`config.mk`:
```
export PLATFORM = sky130hd
export DESIGN_NAME = awm_top
export DESIGN_NICKNAME = d
export VERILOG_FILES = /design/src/core/awm_pkg.sv /design/src/core/awm_top.sv
export SDC_FILE = /design/constraint.sdc
export NUM_CORES = 1
export LEC_CHECK = 0
export BUFFER_PORTS_ARGS = -buffer_cell sky130_fd_sc_hd__buf_2
export CORE_MARGIN = 1
export CORE_UTILIZATION = 56
export DETAILED_ROUTE_END_ITERATION = 12
export GPL_ROUTABILITY_DRIVEN = 0
export GPL_TIMING_DRIVEN = 0
export HOLD_SLACK_MARGIN = 0.15
export PLACE_DENSITY_LB_ADDON = 0.3
export SLEW_MARGIN = 10
export SYNTH_ARGS = -nofsm -noshare
export SYNTH_HDL_FRONTEND = slang
export SYNTH_SLANG_ARGS = --single-unit
```
`constraint.sdc`:
```
create_clock -name aclk -period 4.1 [get_ports aclk]
set_clock_uncertainty 0.2 [all_clocks]
set_input_delay 0.41 -clock aclk [delete_from_list [all_inputs] [get_ports aclk]]
set_output_delay 0.41 -clock aclk [all_outputs]
set_load 0.02 [all_outputs]
```
`src/core/awm_pkg.sv`:
```
// Constants and types shared by the application warning mask block.
// Assumes one 10 MHz clock and an AXI4-Lite master on the register side.
package awm_pkg;

    // ************************************************************
    // Widths and timing
    // ************************************************************
    localparam int MASK_W = 9;
    localparam int CODE_W = 8;
    localparam int CLK_PERIOD_NS = 100;
    localparam int SYNC_STAGES = 2;

    // ************************************************************
    // Register byte offsets
    // ************************************************************
    localparam logic [7:0] OFS_CMD = 8'h00;
    localparam logic [7:0] OFS_MASK = 8'h04;
    localparam logic [7:0] OFS_RAW = 8'h08;
    localparam logic [7:0] OFS_STATUS = 8'h0C;
    localparam logic [7:0] OFS_ROUTE = 8'h10;

    // ************************************************************
    // Status field positions
    // ************************************************************
    localparam int STS_WARN_BIT = 0;
    localparam int STS_BADCMD_BIT = 1;
    localparam int STS_ACTIVE_LSB = 16;

    // ************************************************************
    // Command codes and mask values
    // ************************************************************
    localparam logic [7:0] CMD_NO_CHANGE = 8'h00;
    localparam logic [7:0] CMD_ENABLE_ALL = 8'h02;
    localparam logic [7:0] CMD_ENABLE_FIRST = 8'h0A;
    localparam logic [7:0] CMD_ENABLE_LAST = 8'h12;
    localparam logic [7:0] CMD_DISABLE_ALL = 8'h66;
    localparam logic [7:0] CMD_DISABLE_FIRST = 8'h6E;
    localparam logic [7:0] CMD_DISABLE_LAST = 8'h76;
    localparam logic [8:0] MASK_ALL_VALUE = 9'h03F;
    localparam logic [8:0] MASK_RESET = 9'h000;
    localparam logic [7:0] ROUTE_RESET = 8'h00;
    localparam logic [7:0] SRC_MASKED_WARNING = 8'hD7;

    // ************************************************************
    // AXI responses
    // ************************************************************
    localparam logic [1:0] RESP_OKAY = 2'h0;
    localparam logic [1:0] RESP_SLVERR = 2'h2;

    // Warning sources, bit 8 first
    typedef struct packed {
        logic user_warning_2;
        logic user_warning_1;
        logic encoder_warning;
        logic following_deviation_warning;
        logic hard_limit_negative_warning;
        logic hard_limit_positive_warning;
        logic soft_limit_negative_warning;
        logic soft_limit_positive_warning;
        logic no_load_warning;
    } awm_src_s;

endpackage

```
`src/core/awm_top.sv`:
```
// Application warning mask: source sync, command-driven enable mask,
// common masked warning output and AXI4-Lite register slave.
// Assumes warning sources arrive asynchronously from pins or other logic.
//
// Chosen here: the register offsets and the AXI4-Lite register port.

// What this block does
// Common warning output is high when any enabled source is active.
// Command code 0 leaves the mask unchanged.
// Command code 2 enables the listed group, mask reads 003F.
// Code 10 sets mask bit 0001 for the no-load warning.
// Codes 11 and 12 enable soft limit warnings at 0002 and 0004.
// Codes 13 and 14 enable hard limit warnings at 0008 and 0010.
// Code 15 enables the following deviation warning at 0020.
// Code 16 enables encoder warning 0040, only with a data track.
// Codes 17 and 18 enable user warnings at 0080 and 0100.
// Code 102 clears every mask bit.
// Codes 110 to 118 clear only the matching single bit.
// Mask is readable as one word of combined bit values.
// Raw warning states are reported regardless of the mask.
// Masked warning is selectable as source 215 for the digital output; the link always carries it.
// Each command changes the mask in one update, then it holds.
module awm_top (
    input wire logic aclk,
    input wire logic aresetn,
    input wire awm_pkg::awm_src_s warn_src,
    input wire logic encoder_data_track,
    input wire logic [7:0] s_axi_awaddr,
    input wire logic s_axi_awvalid,
    output logic s_axi_awready,
    input wire logic [31:0] s_axi_wdata,
    input wire logic [3:0] s_axi_wstrb,
    input wire logic s_axi_wvalid,
    output logic s_axi_wready,
    output logic [1:0] s_axi_bresp,
    output logic s_axi_bvalid,
    input wire logic s_axi_bready,
    input wire logic [7:0] s_axi_araddr,
    input wire logic s_axi_arvalid,
    output logic s_axi_arready,
    output logic [31:0] s_axi_rdata,
    output logic [1:0] s_axi_rresp,
    output logic s_axi_rvalid,
    input wire logic s_axi_rready,
    output logic warning_link,
    output logic warning_dout
);

    // ************************************************************
    // Functions
    // ************************************************************

    // Next mask for a command code; unknown codes leave the mask alone
    function automatic logic [8:0] apply_cmd(input logic [7:0] code, input logic [8:0] mask);
        logic [8:0] res;
        logic [7:0] idx;
        res = mask;
        idx = 8'h00;
        if (code == awm_pkg::CMD_NO_CHANGE) begin
            res = mask;
        end else if (code == awm_pkg::CMD_ENABLE_ALL) begin
            res = awm_pkg::MASK_ALL_VALUE;
        end else if (code >= awm_pkg::CMD_ENABLE_FIRST && code <= awm_pkg::CMD_ENABLE_LAST) begin
            idx = code - awm_pkg::CMD_ENABLE_FIRST;
            res[idx[3:0]] = 1'b1;
        end else if (code == awm_pkg::CMD_DISABLE_ALL) begin
            res = awm_pkg::MASK_RESET;
        end else if (code >= awm_pkg::CMD_DISABLE_FIRST && code <= awm_pkg::CMD_DISABLE_LAST) begin
            idx = code - awm_pkg::CMD_DISABLE_FIRST;
            res[idx[3:0]] = 1'b0;
        end
        return res;
    endfunction

    // True for codes the command table knows
    function automatic logic known_cmd(input logic [7:0] code);
        logic ok;
        ok = (code == awm_pkg::CMD_NO_CHANGE) || (code == awm_pkg::CMD_ENABLE_ALL) ||
             (code == awm_pkg::CMD_DISABLE_ALL) ||
             (code >= awm_pkg::CMD_ENABLE_FIRST && code <= awm_pkg::CMD_ENABLE_LAST) ||
             (code >= awm_pkg::CMD_DISABLE_FIRST && code <= awm_pkg::CMD_DISABLE_LAST);
        return ok;
    endfunction

    // ************************************************************
    // Source synchroniser
    // ************************************************************
    logic [8:0] src_meta_ff;
    logic [8:0] src_sync_ff;
    logic track_meta_ff;
    logic track_sync_ff;
    logic [8:0] eff_src;
    logic [8:0] active;

    // Two stages; the first stage is read only by the second
    always_ff @(posedge aclk) begin
        if (!aresetn) begin
            src_meta_ff <= 9'h000;
            src_sync_ff <= 9'h000;
            track_meta_ff <= 1'b0;
            track_sync_ff <= 1'b0;
        end else begin
            src_meta_ff <= warn_src;
            src_sync_ff <= src_meta_ff;
            track_meta_ff <= encoder_data_track;
            track_sync_ff <= track_meta_ff;
        end
    end

    // Encoder source is void without a data track
    always_comb begin
        eff_src = src_sync_ff;
        eff_src[6] = src_sync_ff[6] & track_sync_ff;
    end

    // ************************************************************
    // Mask and warning output
    // ************************************************************
    logic [8:0] mask_ff;
    logic [7:0] last_cmd_ff;
    logic bad_cmd_ff;
    logic [7:0] route_ff;
    logic warn_ff;
    logic dout_ff;
    logic wr_go;
    logic [7:0] wr_addr_ff;
    logic [31:0] wr_data_ff;
    logic [3:0] wr_strb_ff;
    logic cmd_wr;
    logic route_wr;

    assign active = eff_src & mask_ff;
    assign cmd_wr = wr_go && (wr_addr_ff == awm_pkg::OFS_CMD) && wr_strb_ff[0];
    assign route_wr = wr_go && (wr_addr_ff == awm_pkg::OFS_ROUTE) && wr_strb_ff[0];

    // Mask changes only on a command write, all at once
    always_ff @(posedge aclk) begin
        if (!aresetn) begin
            mask_ff <= awm_pkg::MASK_RESET;
            last_cmd_ff <= awm_pkg::CMD_NO_CHANGE;
            bad_cmd_ff <= 1'b0;
        end else if (cmd_wr) begin
            mask_ff <= apply_cmd(wr_data_ff[7:0], mask_ff);
            last_cmd_ff <= wr_data_ff[7:0];
            bad_cmd_ff <= !known_cmd(wr_data_ff[7:0]);
        end
    end

    // Output source selector for the digital output
    always_ff @(posedge aclk) begin
        if (!aresetn) begin
            route_ff <= awm_pkg::ROUTE_RESET;
        end else if (route_wr) begin
            route_ff <= wr_data_ff[7:0];
        end
    end

    // Registered outputs cost one cycle but keep the pins glitch free
    always_ff @(posedge aclk) begin
        if (!aresetn) begin
            warn_ff <= 1'b0;
            dout_ff <= 1'b0;
        end else begin
            warn_ff <= |active;
            dout_ff <= (route_ff == awm_pkg::SRC_MASKED_WARNING) && (|active);
        end
    end

    assign warning_link = warn_ff;
    assign warning_dout = dout_ff;

    // ************************************************************
    // AXI4-Lite write channel
    // ************************************************************
    logic aw_held_ff;
    logic w_held_ff;
    logic awready_ff;
    logic wready_ff;
    logic bvalid_ff;
    logic [1:0] bresp_ff;
    logic nxt_aw_held;
    logic nxt_w_held;
    logic aw_take;
    logic w_take;
    logic wr_mapped;

    assign aw_take = s_axi_awvalid && awready_ff;
    assign w_take = s_axi_wvalid && wready_ff;
    assign wr_go = aw_held_ff && w_held_ff && !bvalid_ff;
    assign wr_mapped = (wr_addr_ff == awm_pkg::OFS_CMD) || (wr_addr_ff == awm_pkg::OFS_MASK) ||
                       (wr_addr_ff == awm_pkg::OFS_RAW) || (wr_addr_ff == awm_pkg::OFS_STATUS) ||
                       (wr_addr_ff == awm_pkg::OFS_ROUTE);

    // Address and data are taken in either order and held until used
    always_comb begin
        nxt_aw_held = aw_held_ff;
        nxt_w_held = w_held_ff;
        if (wr_go) begin
            nxt_aw_held = 1'b0;
            nxt_w_held = 1'b0;
        end
        if (aw_take) begin
            nxt_aw_held = 1'b1;
        end
        if (w_take) begin
            nxt_w_held = 1'b1;
        end
    end

    // Holding flags and ready flops
    always_ff @(posedge aclk) begin
        if (!aresetn) begin
            aw_held_ff <= 1'b0;
            w_held_ff <= 1'b0;
            awready_ff <= 1'b0;
            wready_ff <= 1'b0;
        end else begin
            aw_held_ff <= nxt_aw_held;
            w_held_ff <= nxt_w_held;
            awready_ff <= !nxt_aw_held;
            wready_ff <= !nxt_w_held;
        end
    end

    // Captured payload
    always_ff @(posedge aclk) begin
        if (!aresetn) begin
            wr_addr_ff <= 8'h00;
            wr_data_ff <= 32'h0000_0000;
            wr_strb_ff <= 4'h0;
        end else begin
            if (aw_take) begin
                wr_addr_ff <= {s_axi_awaddr[7:2], 2'b00};
            end
            if (w_take) begin
                wr_data_ff <= s_axi_wdata;
                wr_strb_ff <= s_axi_wstrb;
            end
        end
    end

    // Response; read-only words ignore writes, unmapped ones answer SLVERR
    always_ff @(posedge aclk) begin
        if (!aresetn) begin
            bvalid_ff <= 1'b0;
            bresp_ff <= awm_pkg::RESP_OKAY;
        end else if (wr_go) begin
            bvalid_ff <= 1'b1;
            bresp_ff <= wr_mapped ? awm_pkg::RESP_OKAY : awm_pkg::RESP_SLVERR;
        end else if (bvalid_ff && s_axi_bready) begin
            bvalid_ff <= 1'b0;
        end
    end

    assign s_axi_awready = awready_ff;
    assign s_axi_wready = wready_ff;
    assign s_axi_bvalid = bvalid_ff;
    assign s_axi_bresp = bresp_ff;

    // ************************************************************
    // AXI4-Lite read channel
    // ************************************************************
    logic arready_ff;
    logic rvalid_ff;
    logic [31:0] rdata_ff;
    logic [1:0] rresp_ff;
    logic nxt_rvalid;
    logic ar_take;
    logic [31:0] rd_word;
    logic [1:0] rd_resp;

    assign ar_take = s_axi_arvalid && arready_ff;

    // Read decode; unused bits read as zero
    always_comb begin
        rd_word = 32'h0000_0000;
        rd_resp = awm_pkg::RESP_OKAY;
        case ({s_axi_araddr[7:2], 2'b00})
            awm_pkg::OFS_CMD: begin
                rd_word[7:0] = last_cmd_ff;
            end
            awm_pkg::OFS_MASK: begin
                rd_word[8:0] = mask_ff;
            end
            awm_pkg::OFS_RAW: begin
                rd_word[8:0] = src_sync_ff;
            end
            awm_pkg::OFS_STATUS: begin
                rd_word[awm_pkg::STS_WARN_BIT] = warn_ff;
                rd_word[awm_pkg::STS_BADCMD_BIT] = bad_cmd_ff;
                rd_word[awm_pkg::STS_ACTIVE_LSB +: 9] = active;
            end
            awm_pkg::OFS_ROUTE: begin
                rd_word[7:0] = route_ff;
            end
            default: begin
                rd_resp = awm_pkg::RESP_SLVERR;
            end
        endcase
    end

    always_comb begin
        nxt_rvalid = rvalid_ff;
        if (ar_take) begin
            nxt_rvalid = 1'b1;
        end else if (rvalid_ff && s_axi_rready) begin
            nxt_rvalid = 1'b0;
        end
    end

    // One read in flight; data frozen while rvalid stands
    always_ff @(posedge aclk) begin
        if (!aresetn) begin
            arready_ff <= 1'b0;
            rvalid_ff <= 1'b0;
            rdata_ff <= 32'h0000_0000;
            rresp_ff <= awm_pkg::RESP_OKAY;
        end else begin
            arready_ff <= !nxt_rvalid;
            rvalid_ff <= nxt_rvalid;
            if (ar_take) begin
                rdata_ff <= rd_word;
                rresp_ff <= rd_resp;
            end
        end
    end

    assign s_axi_arready = arready_ff;
    assign s_axi_rvalid = rvalid_ff;
    assign s_axi_rdata = rdata_ff;
    assign s_axi_rresp = rresp_ff;

endmodule

```
==> key figures <==
Min path
  – Hold_sp: s_axi_awvalid
  – Hold Crit Class: in2reg

Run
  – Max-cap violations: 0

Clock network
  – Gates resized, CTS repair: 0
  – H-Tree Depth: 3
  – Reg clk slew, reported paths: ~0.090 ns
  – CTS max path bufs: 2
  – TritonCTS clock tree: done
  – Root buffer cell: clkbuf_8
  – Clk Latency, worst-skew pair: ~0.36 ns
  – Inserted Clock Buffers: 9
  – Postcts setup bufs: 0
  – Clk sink count: 90
  – Hold-fix buffers, CTS: 27

Die
  – DIE AREA: roughly 0.0075 mm2
  – Core footprint: ~0.0069 mm2
  – Initial Util: between 50% and 60%
  – Placement Rows: 30
  – Die H: ~87 um
  – Chip Width: around 87 um
  – Io pins: between 100 and 150

STA
  – Final setup fails: 0
  – Fmax: between 400 and 500 MHz
  – Slew Limit Fails: 0
  – Fin crit period: approximately 2.4 ns
  – RSZ-0062 raised after global routing: false
  – Final Hold Fails: 0
  – Setup tns final: 0 ns
  – Final period util: about 60%
  – Worst slew pin tran: between 0.7 and 0.8 ns
  – Max_slew headroom: between 50 and 60%

Worst setup path
  – Crit-path cells: buf_2, inv_1, ha_1, clkbuf_2, or4_1, a211oi_1, nor3_1
  – Critical path arrival: between 2 and 2.5 ns
  – Reg2reg setup slack: approximately 1.7 ns
  – Crit path kind: reg2reg
  – Delay-heaviest family, CP: simple AND/OR/NAND/NOR gates
  – Critical-path top delay cell: or4_1
  – WP buf/inv: 3
  – Worst Setup Start Kind: flop
  – CP startpoint: wr_data_ff[1]
  – Worst setup EP type: flop
  – Worst Path Max Fanout: 10
  – Worst EP required: about 4.1 ns
  – R2R Path Start: wr_data_ff[1]
  – Crit path largest cell delay: around 0.48 ns

Drt
  – Wire per inst: 14.6 um
  – DRT iter0 DRCs: between 200 and 300
  – DRC Markers: 0
  – Routed via count: 3572
  – Final ANT Viol Nets: 0
  – Vias per inst: about 5.5
  – DRT Pass-1 Iters: 5
  – Drt total wl: between 9000 and 10000 um

Pwr
  – Leakage: 2.02 nW
  – Pwr/cell area: around 340 mW/mm2
  – Comb pwr share: about an eighth
  – Sw Pwr: approximately 0.00048 W
  – Clock power frac: between 30 and 40%
  – Sequential Power Share: between 50% and 60%
  – Net Sw Frac: between 20% and 30%
  – Peak supply drop: about 0.20 mV
  – Internal Pwr Total: around 0.0012 W

Finish
  – Fraction of layout cells with a size suffix above 1: a little under a quarter
  – Area grow syn2layout: 24.0%
  – Ant diodes: 0
  – Post-route cell area: between 0.004 and 0.005 mm2
  – Layout net count: slightly above 600

Yosys
  – Compound-Gate Fraction of Synth Area: between 20% and 30%
  – Number of synthesized flops with an enable pin: 0
  – Post-Synth Adder-Cell Area: less than 1%
  – Cell taking the most area after synthesis: dfxtp_1
  – Synth Area in Simple Gates: a little over a fifth
  – Unique masters post-synth: 60
  – Post-synthesis mux area share: 4.56%
  – Synthesized cell area: 0.00401 mm2
  – Main area contributors after synthesis: dfxtp_1 (45%), nand2_1 (4.1%), mux2i_1 (4.0%)
  – Mean Syn Cell Area: approximately 9.3 um2
  – XOR/XNOR share of the synthesized area: less than 1%
  – Gate Count Post-Synth: 431
  – Top cell type's share of synthesized area: about 45%
  – Sequential area share after synthesis: around 45%
  – Synthesis Warnings: 0
  – Synth Flop Type: dfxtp_1
  – Post-synthesis register bit count: 90
  – Largest family of logic cells by synthesized area: simple AND/OR/NAND/NOR gates
  – Ys async rst share: 0%

Place
  – Placed inst area: ~0.0045 mm2
  – # port buffers: 64
  – Post-detail-place hpwl: around 6700 um

GRT
  – First-pass GRT wire length: ~15000 um
  – GR Overflow Total: 0
  – Number of antenna violations at the first check in global routing: 0
  – Vias in the first global route: roughly 3.3k
  – GRT Total Usage: 26.6%
  – Largest net degree at the start of global routing: 19

Run status
  – Status: complete, no violations
## worst register-to-register path, cell delays in order, from the launching register on
cell and delay, ns:
dfxtp_1 0.46, buf_2 0.28, inv_1 0.09, ha_1 0.29
clkbuf_2 0.18, or4_1 0.48, a211oi_1 0.27, nor3_1 0.08
## sequential cells by signal, summed over array words and instances, names as in the netlist
register       cells
s_axi_rdata       18
mask_ff            9
src_meta_ff        9
src_sync_ff        9
last_cmd_ff        8
route_ff           8
wr_data_ff         8
wr_addr_ff         6
aw_held_ff         1
bad_cmd_ff         1
s_axi_arready      1
s_axi_awready      1
s_axi_bresp        1
s_axi_bvalid       1
s_axi_rresp        1
s_axi_rvalid       1
s_axi_wready       1
track_meta_ff      1
track_sync_ff      1
w_held_ff          1
warning_dout       1
warning_link       1
wr_strb_ff         1
## cells by family (layout without fill, tap and decap cells)
logic type	after synthesis	in the layout
other	1	16
AND/OR/NAND/NOR	160	160
flip-flops	90	90
multiplexers	18	18
buffers and inverters	44	151
AO/OA/AOI/OAI	112	112
adder cells (fa/ha/maj)	3	3
XOR/XNOR	3	3
## through the flow
step	hold slack, ns	setup WS (ns)	utilization, %	total power [W]	cells
floorplan	0.212	1.93	-	0.00106	446
global placement	0.217	1.73	65.5	0.00111	606
detailed placement	0.221	1.69	65.5	0.00111	606
CTS	0.165	1.66	72.3	0.00171	649
global route	0.168	1.48	72.3	0.00177	649
finish	0.174	1.65	72.3	0.00170	649
## area by class of cell
cell class / count / area, um2
Buffer: 40 / 240
Clock buffer: 9 / 124
Clock inverter: 7 / 70.1
Fill cell: 546 / 1900
Inverter: 4 / 15.0
Multi-Input combinational cell: 312 / 2000
Sequential cell: 90 / 1800
Tap cell: 96 / 120
Timing Repair Buffer: 91 / 591
## power by group through the flow
| stage | logic, W | clock network [W] | registers [W] |
|---|---|---|---|
| floorplan | 0.000119 | 0 | 0.000937 |
| global placement | 0.000175 | 0 | 0.000933 |
| detailed placement | 0.000179 | 0 | 0.000934 |
| CTS | 0.000200 | 0.000593 | 0.000914 |
| global route | 0.000223 | 0.000633 | 0.000918 |
| finish | 0.000203 | 0.000580 | 0.000914 |
## synthesized netlist by cell type, types with 4 or more instances
cell	instances
dfxtp_1	90
nand2_1	44
nor2_1	27
and2_1	25
a21oi_1	24
buf_4	17
mux2i_1	16
nand3_1	14
clkbuf_1	13
nor2b_1	12
a21boi_0	10
a22oi_1	8
a32oi_1	8
a21oi_2	7
and3_1	7
o21ai_1	7
a21o_1	6
a31oi_1	6
buf_2	6
o311ai_1	6
a22o_1	5
a22o_2	5
inv_1	4
nor3_1	4
o21ai_0	4
## final timing paths
path	to	depth (start not counted)
max reg2reg	mask_ff[8]	7
min reg2reg	src_sync_ff[4]	1
max	mask_ff[8]	7
min	wr_addr_ff[4]	3
## cell usage in the layout, fill, tap and decap left out, types with 10 or more instances in the layout
cell	instances
dlygate4sd3_1	27
buf_4	17
clkbuf_8	10
dfxtp_1	90
nand2_1	44
nand3_1	14
conb_1	16
a21boi_0	10
clkbuf_1	13
nor2b_1	12
and2_1	25
buf_2	70
nor2_1	27
a21oi_1	24
mux2i_1	16
## per-layer routing
metal | GRT usage [%] | share of wire (%) | up-vias
met3 | 5.24 | 5.0 | 22
met1 | 34.3 | 45 | 1655
li1 | - | - | 1760
met4 | 10.2 | 2.3 | 0
met5 | 0 | 0 | -
met2 | 44.1 | 48 | 135
(Power assumes the default switching activity.)
